## src/hw/aar_pkg.sv

```systemverilog
/*
 * Shared constants and types for the auto exposure / auto white balance
 * region control block: register offsets, field positions, reset values.
 * Assumes a 32-bit APB register port with 8-bit byte addresses.
 */
package aar_pkg;
	// Register byte offsets
	localparam logic [7:0] AAR_OFF_CTRL = 8'h00;
	localparam logic [7:0] AAR_OFF_REG_EN = 8'h04;
	localparam logic [7:0] AAR_OFF_REG_LEFT = 8'h08;
	localparam logic [7:0] AAR_OFF_REG_TOP = 8'h0C;
	localparam logic [7:0] AAR_OFF_REG_WIDTH = 8'h10;
	localparam logic [7:0] AAR_OFF_REG_HEIGHT = 8'h14;
	localparam logic [7:0] AAR_OFF_IMG_SIZE = 8'h18;
	localparam logic [7:0] AAR_OFF_WB_LOWER = 8'h1C;
	localparam logic [7:0] AAR_OFF_WB_UPPER = 8'h20;
	localparam logic [7:0] AAR_OFF_WB_DAMP = 8'h24;
	localparam logic [7:0] AAR_OFF_TARGET = 8'h28;
	localparam logic [7:0] AAR_OFF_STATUS = 8'h2C;
	localparam logic [7:0] AAR_OFF_RED = 8'h30;
	localparam logic [7:0] AAR_OFF_BLUE = 8'h34;
	// Control register field positions
	localparam int AAR_CTRL_ALGO = 0;
	localparam int AAR_CTRL_PROFILE = 1;
	localparam int AAR_CTRL_TMODE = 2;
	localparam int AAR_CTRL_LIGHT = 4;
	localparam int AAR_CTRL_METER = 6;
	// Widths and reset values
	localparam int AAR_COORD_W = 16;
	localparam int AAR_RATIO_W = 12;
	localparam int AAR_PIX_W = 8;
	localparam int AAR_DAMP_W = 4;
	localparam logic [11:0] AAR_RATIO_ONE = 12'h400;
	localparam logic [11:0] AAR_RATIO_MAX = 12'hFFF;
	localparam logic [11:0] AAR_OUTDOOR_MIN = 12'h300;
	localparam logic [11:0] AAR_OUTDOOR_MAX = 12'h700;
	localparam logic [15:0] AAR_IMG_W_RST = 16'h0280;
	localparam logic [15:0] AAR_IMG_H_RST = 16'h01E0;
	localparam logic [7:0] AAR_TARGET_RST = 8'h80;
	localparam logic [7:0] AAR_AUTO_TARGET = 8'h80;
	localparam logic [7:0] AAR_COMP_SHIFT = 8'h20;
	// Centre areas as fraction/64 of each side: 11/64 squared ~3%, 21/64 squared ~11%
	localparam logic [5:0] AAR_SPOT_FRAC = 6'h0B;
	localparam logic [5:0] AAR_PART_FRAC = 6'h15;
	// Modes
	typedef enum logic [1:0] {AAR_LIGHT_NORMAL = 2'h0, AAR_LIGHT_BACK = 2'h1,
		AAR_LIGHT_FRONT = 2'h2} aar_light_t;
	typedef enum logic [1:0] {AAR_METER_AVG = 2'h0, AAR_METER_SPOT = 2'h1,
		AAR_METER_PART = 2'h2} aar_meter_t;
	typedef enum logic {AAR_ALGO_AE = 1'b0, AAR_ALGO_AWB = 1'b1} aar_algo_t;
endpackage

```

## src/hw/aar_win_if.sv

```systemverilog
/*
 * Carrier between the control core and the exposure statistics gatherer:
 * measurement window out, frame sums back.
 * Assumes both ends sit on the same clock.
 */
`timescale 1ns/1ps
`default_nettype none
interface aar_win_if;
	logic [15:0] x0;
	logic [15:0] y0;
	logic [15:0] w;
	logic [15:0] h;
	logic [39:0] sum;
	logic [31:0] count;
	logic done;
	modport core (output x0, output y0, output w, output h,
		input sum, input count, input done);
	modport stat (input x0, input y0, input w, input h,
		output sum, output count, output done);
endinterface
`default_nettype wire

```

## src/hw/aar_ctrl.sv

```systemverilog
/*
 * Region and mode control for automatic exposure and automatic white
 * balance, with an APB register port, exposure metering and ratio stepping.
 * Assumes a single clock, synchronous active-low reset and a pixel stream
 * and white balance estimator on that clock.
 */
// Decided for this implementation: the address map and the APB interface to the registers.
// Overview of operation
// Selector picks exposure or balance region
// Enable picks user region over default
// Separate left position per algorithm
// Separate top position per algorithm
// Separate width and height per algorithm
// Balance profile is host read/write
// Ratios never below lower limit; code clamps a ratio only when wb_update steps it
// Ratios never above upper limit; code clamps only on wb_update, and the lower limit wins if the limits cross
// More damping gives smaller ratio steps
// Target mode: automatic or user value
// Compare target against linear pixel statistics
// User mode uses host target grey
// Lighting modes back, front, normal; normal reset
// Metering applies only under normal lighting
// Metering: average, spot, partial
// Average weighs all pixels equally
// Spot measures centred ~3% area
// Partial measures centred ~11% area
// Profiles indoor free, outdoor daylight band
// Host keeps regions within image
// Disabled region means whole image
`timescale 1ns/1ps
`default_nettype none
module aar_ctrl (
	// Clock and reset
	input wire logic clk,
	input wire logic rstn,
	// APB slave
	input wire logic psel,
	input wire logic penable,
	input wire logic pwrite,
	input wire logic [7:0] paddr,
	input wire logic [31:0] pwdata,
	output logic [31:0] prdata,
	output logic pready,
	output logic pslverr,
	// Linear pixel stream
	input wire logic pix_valid,
	input wire logic [15:0] pix_x,
	input wire logic [15:0] pix_y,
	input wire logic [7:0] pix_value,
	input wire logic frame_end,
	// White balance estimator
	input wire logic wb_update,
	input wire logic [11:0] wb_proposed_red,
	input wire logic [11:0] wb_proposed_blue,
	// Exposure verdict
	output logic ae_too_bright,
	output logic ae_too_dark,
	output logic ae_valid,
	// White balance results
	output logic [11:0] red_ratio,
	output logic [11:0] blue_ratio,
	output logic [15:0] awb_left,
	output logic [15:0] awb_top,
	output logic [15:0] awb_width,
	output logic [15:0] awb_height
);
	import aar_pkg::*;

	// Settings
	aar_algo_t algorithm_choice;
	logic wb_outdoor;
	logic target_user;
	aar_light_t lighting;
	aar_meter_t metering;
	logic region_use_enable [2];
	logic [15:0] region_left_position [2];
	logic [15:0] region_top_position [2];
	logic [15:0] region_width [2];
	logic [15:0] region_height [2];
	logic [15:0] img_width;
	logic [15:0] img_height;
	logic [11:0] wb_lower;
	logic [11:0] wb_upper;
	logic [3:0] wb_damping;
	logic [7:0] target_grey;
	logic [11:0] colour_gain_ratio [2];
	logic meter_live; // Centre metering in force
	logic [7:0] target_used; // Grey level the verdict aims at

	aar_win_if win ();

	// Bus phase decode
	wire access = psel & penable;
	wire wr_fire = access & pready & pwrite;
	wire sel_ctrl = paddr == AAR_OFF_CTRL;
	wire sel_en = paddr == AAR_OFF_REG_EN;
	wire sel_left = paddr == AAR_OFF_REG_LEFT;
	wire sel_top = paddr == AAR_OFF_REG_TOP;
	wire sel_width = paddr == AAR_OFF_REG_WIDTH;
	wire sel_height = paddr == AAR_OFF_REG_HEIGHT;
	wire sel_img = paddr == AAR_OFF_IMG_SIZE;
	wire sel_lower = paddr == AAR_OFF_WB_LOWER;
	wire sel_upper = paddr == AAR_OFF_WB_UPPER;
	wire sel_damp = paddr == AAR_OFF_WB_DAMP;
	wire sel_target = paddr == AAR_OFF_TARGET;
	wire sel_status = paddr == AAR_OFF_STATUS;
	wire sel_red = paddr == AAR_OFF_RED;
	wire sel_blue = paddr == AAR_OFF_BLUE;
	wire addr_hit = sel_ctrl | sel_en | sel_left | sel_top | sel_width | sel_height |
		sel_img | sel_lower | sel_upper | sel_damp | sel_target | sel_status |
		sel_red | sel_blue;
	// Read-only registers refuse writes
	wire bad_write = pwrite & (sel_status | sel_red | sel_blue);

	// Control write fields
	wire [1:0] wr_light = pwdata[AAR_CTRL_LIGHT +: 2];
	wire [1:0] wr_meter = pwdata[AAR_CTRL_METER +: 2];
	wire light_ok = wr_light != 2'h3;
	wire meter_ok = wr_meter != 2'h3;
	wire sel_idx = algorithm_choice;

	// Read mux
	wire [31:0] ctrl_word = {24'h0, metering, lighting, 1'b0, target_user, wb_outdoor,
		algorithm_choice};
	wire [31:0] status_word = {16'h0, target_used, 5'h0, meter_live, ae_too_dark,
		ae_too_bright};
	wire [31:0] rd_mux =
		sel_ctrl ? ctrl_word :
		sel_en ? {31'h0, region_use_enable[sel_idx]} :
		sel_left ? {16'h0, region_left_position[sel_idx]} :
		sel_top ? {16'h0, region_top_position[sel_idx]} :
		sel_width ? {16'h0, region_width[sel_idx]} :
		sel_height ? {16'h0, region_height[sel_idx]} :
		sel_img ? {img_height, img_width} :
		sel_lower ? {20'h0, wb_lower} :
		sel_upper ? {20'h0, wb_upper} :
		sel_damp ? {28'h0, wb_damping} :
		sel_target ? {24'h0, target_grey} :
		sel_status ? status_word :
		sel_red ? {20'h0, colour_gain_ratio[0]} :
		sel_blue ? {20'h0, colour_gain_ratio[1]} : 32'h0;

	// APB answer one cycle into the access phase
	always_ff @(posedge clk) begin
		if (!rstn) begin
			pready <= 1'b0;
			pslverr <= 1'b0;
			prdata <= 32'h0;
		end else begin
			pready <= access & ~pready;
			pslverr <= access & ~pready & (~addr_hit | bad_write);
			prdata <= (access & ~pready & ~pwrite) ? rd_mux : 32'h0;
		end
	end

	// Selector write
	// Profile write
	// Lighting defaults to normal
	always_ff @(posedge clk) begin
		if (!rstn) begin
			algorithm_choice <= AAR_ALGO_AE;
			wb_outdoor <= 1'b0;
			target_user <= 1'b0;
			lighting <= AAR_LIGHT_NORMAL;
			metering <= AAR_METER_AVG;
		end else if (wr_fire && sel_ctrl) begin
			algorithm_choice <= aar_algo_t'(pwdata[AAR_CTRL_ALGO]);
			wb_outdoor <= pwdata[AAR_CTRL_PROFILE];
			target_user <= pwdata[AAR_CTRL_TMODE];
			if (light_ok) begin
				lighting <= aar_light_t'(wr_light);
			end
			// Three metering codes
			if (meter_ok) begin
				metering <= aar_meter_t'(wr_meter);
			end
		end
	end

	// Per-algorithm region store, one copy per selector value
	for (genvar a = 0; a < 2; a++) begin : g_region
		wire hit = wr_fire && sel_idx == 1'(a);
		// Selected region writes
		always_ff @(posedge clk) begin
			if (!rstn) begin
				region_use_enable[a] <= 1'b0;
				region_left_position[a] <= 16'h0;
				region_top_position[a] <= 16'h0;
				region_width[a] <= AAR_IMG_W_RST;
				region_height[a] <= AAR_IMG_H_RST;
			end else if (hit) begin
				if (sel_en) begin
					region_use_enable[a] <= pwdata[0];
				end
				if (sel_left) begin
					region_left_position[a] <= pwdata[15:0];
				end
				if (sel_top) begin
					region_top_position[a] <= pwdata[15:0];
				end
				if (sel_width) begin
					region_width[a] <= pwdata[15:0];
				end
				if (sel_height) begin
					region_height[a] <= pwdata[15:0];
				end
			end
		end
	end

	// Image size, balance limits, damping and target
	always_ff @(posedge clk) begin
		if (!rstn) begin
			img_width <= AAR_IMG_W_RST;
			img_height <= AAR_IMG_H_RST;
			wb_lower <= 12'h000;
			wb_upper <= AAR_RATIO_MAX;
			wb_damping <= 4'h1;
			target_grey <= AAR_TARGET_RST;
		end else if (wr_fire) begin
			if (sel_img) begin
				img_width <= pwdata[15:0];
				img_height <= pwdata[31:16];
			end
			if (sel_lower) begin
				wb_lower <= pwdata[11:0];
			end
			if (sel_upper) begin
				wb_upper <= pwdata[11:0];
			end
			if (sel_damp) begin
				wb_damping <= pwdata[3:0];
			end
			if (sel_target) begin
				target_grey <= pwdata[7:0];
			end
		end
	end

	// Measured area: region when enabled, else whole image
	// Region assumed inside the image by software
	wire [15:0] ae_x0 = region_use_enable[0] ? region_left_position[0] : 16'h0;
	wire [15:0] ae_y0 = region_use_enable[0] ? region_top_position[0] : 16'h0;
	wire [15:0] ae_w = region_use_enable[0] ? region_width[0] : img_width;
	wire [15:0] ae_h = region_use_enable[0] ? region_height[0] : img_height;

	// Metering only under normal lighting
	assign meter_live = lighting == AAR_LIGHT_NORMAL && metering != AAR_METER_AVG;
	// Centre fraction per side
	wire [5:0] frac = (metering == AAR_METER_SPOT) ? AAR_SPOT_FRAC : AAR_PART_FRAC;
	wire [21:0] cw_full = ae_w * frac;
	wire [21:0] ch_full = ae_h * frac;
	wire [15:0] cw = cw_full[21:6];
	wire [15:0] ch = ch_full[21:6];
	wire [15:0] cx = 16'(ae_x0 + ((ae_w - cw) >> 1));
	wire [15:0] cy = 16'(ae_y0 + ((ae_h - ch) >> 1));

	// Average uses the whole measured area
	assign win.x0 = meter_live ? cx : ae_x0;
	assign win.y0 = meter_live ? cy : ae_y0;
	assign win.w = meter_live ? cw : ae_w;
	assign win.h = meter_live ? ch : ae_h;

	aar_stat u_stat (
		.clk(clk),
		.rstn(rstn),
		.pix_valid(pix_valid),
		.pix_x(pix_x),
		.pix_y(pix_y),
		.pix_value(pix_value),
		.frame_end(frame_end),
		.win(win)
	);

	// Target source
	// User target value
	wire [7:0] auto_target =
		(lighting == AAR_LIGHT_BACK) ? 8'(AAR_AUTO_TARGET + AAR_COMP_SHIFT) :
		(lighting == AAR_LIGHT_FRONT) ? 8'(AAR_AUTO_TARGET - AAR_COMP_SHIFT) :
		AAR_AUTO_TARGET;
	assign target_used = target_user ? target_grey : auto_target;
	wire [39:0] goal = win.count * target_used;

	// Linear sum against target times count
	always_ff @(posedge clk) begin
		if (!rstn) begin
			ae_too_bright <= 1'b0;
			ae_too_dark <= 1'b0;
			ae_valid <= 1'b0;
		end else begin
			ae_valid <= win.done;
			if (win.done) begin
				ae_too_bright <= win.sum > goal;
				ae_too_dark <= win.sum < goal;
			end
		end
	end

	// Balance window follows its own region or the whole image
	always_ff @(posedge clk) begin
		if (!rstn) begin
			awb_left <= 16'h0;
			awb_top <= 16'h0;
			awb_width <= AAR_IMG_W_RST;
			awb_height <= AAR_IMG_H_RST;
		end else begin
			// Balance region choice
			awb_left <= region_use_enable[1] ? region_left_position[1] : 16'h0;
			awb_top <= region_use_enable[1] ? region_top_position[1] : 16'h0;
			awb_width <= region_use_enable[1] ? region_width[1] : img_width;
			awb_height <= region_use_enable[1] ? region_height[1] : img_height;
		end
	end

	// Red and blue ratio channels
	wire [11:0] proposals [2];
	assign proposals[0] = wb_proposed_red;
	assign proposals[1] = wb_proposed_blue;
	for (genvar c = 0; c < 2; c++) begin : g_ratio
		// Outdoor profile narrows the band
		aar_wb_step u_step (
			.clk(clk),
			.rstn(rstn),
			.update(wb_update),
			.proposed(proposals[c]),
			.lower(wb_lower),
			.upper(wb_upper),
			.damping(wb_damping),
			.outdoor(wb_outdoor),
			.ratio(colour_gain_ratio[c])
		);
	end
	assign red_ratio = colour_gain_ratio[0];
	assign blue_ratio = colour_gain_ratio[1];
endmodule
`default_nettype wire

```

## src/hw/aar_stat.sv

```systemverilog
/*
 * Exposure statistics gatherer: sums linear pixel values inside a window
 * and counts them, latching both at each frame end.
 * Assumes pixels arrive on the same clock, before any gamma stage.
 */
`timescale 1ns/1ps
`default_nettype none
module aar_stat (
	// Clock and reset
	input wire logic clk,
	input wire logic rstn,
	// Pixel stream
	input wire logic pix_valid,
	input wire logic [15:0] pix_x,
	input wire logic [15:0] pix_y,
	input wire logic [7:0] pix_value,
	input wire logic frame_end,
	// Window and results
	aar_win_if.stat win
);
	logic [39:0] acc;
	logic [31:0] cnt;
	wire [16:0] x_end = {1'b0, win.x0} + {1'b0, win.w};
	wire [16:0] y_end = {1'b0, win.y0} + {1'b0, win.h};
	wire in_win = pix_x >= win.x0 && {1'b0, pix_x} < x_end &&
		pix_y >= win.y0 && {1'b0, pix_y} < y_end;
	wire take = pix_valid & in_win;

	// Every pixel in the window weighs the same
	always_ff @(posedge clk) begin
		if (!rstn || frame_end) begin
			acc <= 40'h0;
			cnt <= 32'h0;
		end else if (take) begin
			acc <= acc + {32'h0, pix_value};
			cnt <= cnt + 32'h1;
		end
	end

	// Latch frame results
	always_ff @(posedge clk) begin
		if (!rstn) begin
			win.sum <= 40'h0;
			win.count <= 32'h0;
			win.done <= 1'b0;
		end else begin
			win.done <= frame_end;
			if (frame_end) begin
				win.sum <= acc;
				win.count <= cnt;
			end
		end
	end
endmodule
`default_nettype wire

```

## src/hw/aar_wb_step.sv

```systemverilog
/*
 * One colour gain ratio: moves toward a proposed value by a damped step
 * and clamps the result to the programmed and profile limits.
 * Assumes the proposal comes from a white balance estimator on this clock.
 */
`timescale 1ns/1ps
`default_nettype none
module aar_wb_step (
	// Clock and reset
	input wire logic clk,
	input wire logic rstn,
	// Proposal
	input wire logic update,
	input wire logic [11:0] proposed,
	// Limits and damping
	input wire logic [11:0] lower,
	input wire logic [11:0] upper,
	input wire logic [3:0] damping,
	input wire logic outdoor,
	// Result
	output logic [11:0] ratio
);
	import aar_pkg::*;
	wire signed [12:0] diff = $signed({1'b0, proposed}) - $signed({1'b0, ratio});
	wire signed [12:0] step = diff >>> damping;
	wire [12:0] raw = 13'({1'b0, ratio} + step);
	wire [11:0] lo = (outdoor && AAR_OUTDOOR_MIN > lower) ? AAR_OUTDOOR_MIN : lower;
	wire [11:0] hi = (outdoor && AAR_OUTDOOR_MAX < upper) ? AAR_OUTDOOR_MAX : upper;
	wire [11:0] upper_cut = (raw[11:0] > hi) ? hi : raw[11:0];
	wire [11:0] next_ratio = (upper_cut < lo) ? lo : upper_cut;

	// Damped step
	// Clamp to limits
	always_ff @(posedge clk) begin
		if (!rstn) begin
			ratio <= AAR_RATIO_ONE;
		end else if (update) begin
			ratio <= next_ratio;
		end
	end
endmodule
`default_nettype wire

```

## config.mk

```make
export PLATFORM = sky130hd
export DESIGN_NAME = aar_ctrl
export DESIGN_NICKNAME = d
export VERILOG_FILES = /design/src/hw/aar_pkg.sv /design/src/hw/aar_win_if.sv /design/src/hw/aar_ctrl.sv /design/src/hw/aar_stat.sv /design/src/hw/aar_wb_step.sv
export SDC_FILE = /design/constraint.sdc
export NUM_CORES = 2
export LEC_CHECK = 0
export ABC_AREA = 1
export BUFFER_PORTS_ARGS = -buffer_cell sky130_fd_sc_hd__buf_2
export CORE_MARGIN = 3
export CORE_UTILIZATION = 45
export DETAILED_ROUTE_END_ITERATION = 8
export GPL_ROUTABILITY_DRIVEN = 0
export PLACE_DENSITY = 0.6
export SLEW_MARGIN = 15
export SYNTH_ARGS = -nofsm -noshare
export SYNTH_HDL_FRONTEND = slang
export SYNTH_HIERARCHICAL = 1
export SYNTH_SLANG_ARGS = --single-unit
```

## constraint.sdc

```tcl
create_clock -name clk -period 28.9 [get_ports clk]
set_input_delay 0 -clock clk [delete_from_list [all_inputs] [get_ports clk]]
set_output_delay 0 -clock clk [all_outputs]
set_load 0.01 [all_outputs]
```

==> flow_metrics.tcl <==
set metrics [dict create \
    yosys_register_bits 476 \
    ys_async_sr_fraction_pct 0 \
    tightest_slew_ns 1.20 \
    antenna_left 0 \
    cts-resized-gates 0 \
    worst_setup_path_start_kind "flop" \
    synth-simple-area-share_pct 25.8 \
    period_share_pct 42.5 \
    max_cap_violations 0 \
    die-width_microns 323 \
    path_clk_slew_ns 0.07 \
    cp-endpoint "u_stat/cnt[1]$_SDFFE_PP0P_" \
    routed_wl_microns 150000 \
    routed_via_density 5.41 \
    synthMuxAreaShare_pct 0 \
    htreeDepth 2 \
    wl_per_cell_microns 18.8 \
    clk_latency_ns 0.67 \
    endpoint_kind "flop" \
    yosysWarnings 6 \
    overflow 0 \
    design_area_sq_mm 0.0499 \
    synthAdderAreaFrac_pct 22.6 \
    path_common_cell "nand2_1" \
    grt_max_degree 87 \
    yosysUniqueCellTypes 73 \
    synth-compound-area-share_pct 13.4 \
    die_y_microns 323 \
    drc_errors 0 \
    fin_nets 7397 \
    crit_buf_inv 10 \
    track_usage_pct 28.4 \
    synth_edf_count 129 \
    peakVddDrop_mv 0.0597 \
    placed_cell_area_sq_mm 0.0474 \
    finClkSkew_ns 0.0395 \
    fin_setup_tns_ns 0 \
    coreArea_sq_mm 0.0991 \
    drv_slew 0 \
    cpPeakStageDelay_ns 0.68 \
    slowest_stage "buf_4" \
    numCtsBuffers 55 \
    cpLargestDelayFamily "simple AND/OR/NAND/NOR gates" \
    path_max_fanout 86 \
    finalHoldViolations 0 \
    path_class "reg -> reg" \
    cp-startpoint "region_use_enable[0]$_DFFE_PP_" \
    rsz0062_at_grt "no" \
    syn_inst 6441 \
    status "finished clean" \
    avgSynthCellArea_sq_um 7.03 \
    cellLeakagePower_uw 0.0238 \
    io_buffers 236 \
    crit_cells 55 \
    hpwl_microns 118000 \
    r2r_start "region_use_enable[0]$_DFFE_PP_" \
    yosysSeqAreaShare_pct 23.9 \
    antenna_found_initial 4 \
    holdBufCountCts 58 \
    netlist_area_sq_mm 0.0453 \
    synth_xor_area_share_pct 3.11 \
    grt_pass1_wl_microns 232000 \
    powerDensity_mw_per_mm2 53.2 \
    cts_root_buf "clkbuf_16" \
    synth_top_family_by_area "simple AND/OR/NAND/NOR gates" \
    fin_crit_ns 12.30 \
    dr.pass1.iters 8 \
    max_slew_margin_pct 19.4 \
    initial_core_util_pct 45.7 \
    num_rows 115 \
    cts_sinks 476 \
    syn_to_final_growth_pct 10.2 \
    hold_path.class "in -> reg" \
    drive_gt1_share_pct 8.26 \
    grt_pass1_vias 41227 \
    pin_count 237 \
    ys.flop_type "dfxtp_1" \
    finalPower_uw 2650 \
    setup_violations 0 \
    cts_buffer_depth 3 \
    tritoncts "yes" \
    postCtsSetupBuffers 0 \
    drt_iter0_markers 3710 \
    vias 43037 \
    clock.fmax_mhz 81.3 \
    dieArea_sq_mm 0.104 \
    regToRegSetupSlack_ns 16.60 \
    r2r_cells 55 \
    cp.required_ns 29.49 \
    worstPathArrival_ns 12.89 \
    r2r-end "u_stat/cnt[1]$_SDFFE_PP0P_" \
]
==> area by class of cell <==
| type | count | area [sq um] |
|---|---|---|
| multi-input cells | 4661 | 29400 |
| clock inverters | 29 | 324 |
| flip-flops and latches | 476 | 10800 |
| fillers | 10000 | 49300 |
| inverters | 1090 | 4100 |
| diodes | 1 | 2.50 |
| repair buffers | 330 | 2030 |
| well taps | 1287 | 1610 |
| clock buffers | 74 | 1550 |
==> cells by family (layout without fill, tap and decap cells) <==
kind of cell,count (synthesis),in the layout
other cells,2,7
flops,476,476
fa+ha+maj,671,671
simple gates,2727,2727
buf+inv,1308,1523
compound gates,1096,1096
xor+xnor,161,161
==> worst reg2reg max path: cells and delay by family, from the launching register on <==
| kind | cells | cell delay (ns) |
|---|---|---|
| adder cells (fa/ha/maj) | 8 | 3.04 |
| AND/OR/NAND/NOR | 23 | 3.94 |
| flip-flops | 1 | 0.34 |
| buffers and inverters | 10 | 2.33 |
| XOR/XNOR | 3 | 0.33 |
| AO/OA/AOI/OAI | 11 | 2.22 |
==> how the worst min path moves through the flow <==
stage / start / to / cells after the start
2_1_floorplan: pwdata[21] / img_height[5]$_SDFFE_PN1P_ / 2
4_1_cts: pix_value[4] / u_stat/acc[5]$_SDFFE_PP0P_ / 7
5_1_grt: paddr[5] / pslverr$_SDFF_PN0_ / 6
6_report: pix_value[4] / u_stat/acc[5]$_SDFFE_PP0P_ / 7
3_3_place_gp: pwdata[21] / img_height[5]$_SDFFE_PN1P_ / 3
3_5_place_dp: pwdata[21] / img_height[5]$_SDFFE_PN1P_ / 3
==> cells in the final DEF, fill, tap and decap left out, types with 51 or more instances in the layout <==
| master | n |
|---|---|
| clkbuf_16 | 56 |
| xnor2_1 | 71 |
| fa_1 | 245 |
| o211ai_1 | 59 |
| dfxtp_1 | 347 |
| nor2_1 | 726 |
| nand4_1 | 111 |
| o21ai_1 | 51 |
| a21oi_1 | 424 |
| nand2_1 | 1372 |
| buf_2 | 235 |
| nand3_1 | 278 |
| ha_1 | 426 |
| o21ai_0 | 427 |
| edfxtp_1 | 129 |
| inv_1 | 1055 |
| dlygate4sd3_1 | 58 |
| xor2_1 | 90 |
| nor3_1 | 66 |
==> registers in the layout (all words and copies together), names as in the netlist, 24 cells and up, named ones only <==
name,flops
u_stat/acc,40
region_width,32
region_top_position,32
prdata,32
g_ratio.u_step/ratio,24
region_left_position,32
u_stat/win.sum,40
u_stat/cnt,32
region_height,32
u_stat/win.count,32
==> report_power, final <==
part	internal (uW)	switching, uW	total (uW)
sequential	701	33.6	735
combinational	445	742	1190
clock	416	315	731
==> synth_stat cells, drive strengths merged (2+ instances only) <==
cell type	number	area [sq um]
clkbuf	164	616
clkinv	13	50.0
o211ai	59	443
or2	36	225
a221oi	5	43.8
o21a	17	128
ha	426	5330
nand3b	10	75.1
nor4	16	100
a211oi	5	37.5
dfxtp	347	6950
conb	2	7.51
a31oi	16	100
edfxtp	129	3870
o2111ai	11	120
buf	54	344
o22ai	7	43.8
a21oi	433	2200
nor3	76	437
nand2	1413	5440
a31o	3	26.3
nand3	313	1760
o21bai	11	82.6
fa	245	4900
a2111oi	3	45.1
nor2	740	2850
xor2	90	788
a21boi	11	90.1
o21ai	486	2460
o221ai	6	52.6
nand4	113	719
o31ai	7	52.6
a21o	11	82.6
inv	1077	4050
nor3b	7	57.6
xnor2	71	622
==> through the flow <==
| stage | setup WS (ns) | util, % | cells | hold slack [ns] |
|---|---|---|---|---|
| 3_5_place_dp | 16.78 | 47.8 | 7786 | 0.222 |
| 6_report | 16.60 | 50.3 | 7948 | 0.0395 |
| 4_1_cts | 16.71 | 50.3 | 7947 | 0.0127 |
| 2_1_floorplan | 19.74 | - | 6445 | 0.126 |
| 3_3_place_gp | 17.08 | 47.8 | 7786 | 0.223 |
| 5_1_grt | 15.64 | 50.3 | 7947 | 0.111 |
==> per-layer routing <==
metal  up-vias  global-route usage [%]  routed length (microns)
li1      21046                       -                        -
met5         -                       0                        0
met3       313                    4.80                    11800
met4         0                    10.8                     6180
met1     20042                    39.2                    66800
met2      1636                    44.4                    64800
(Power assumes the default switching activity.)
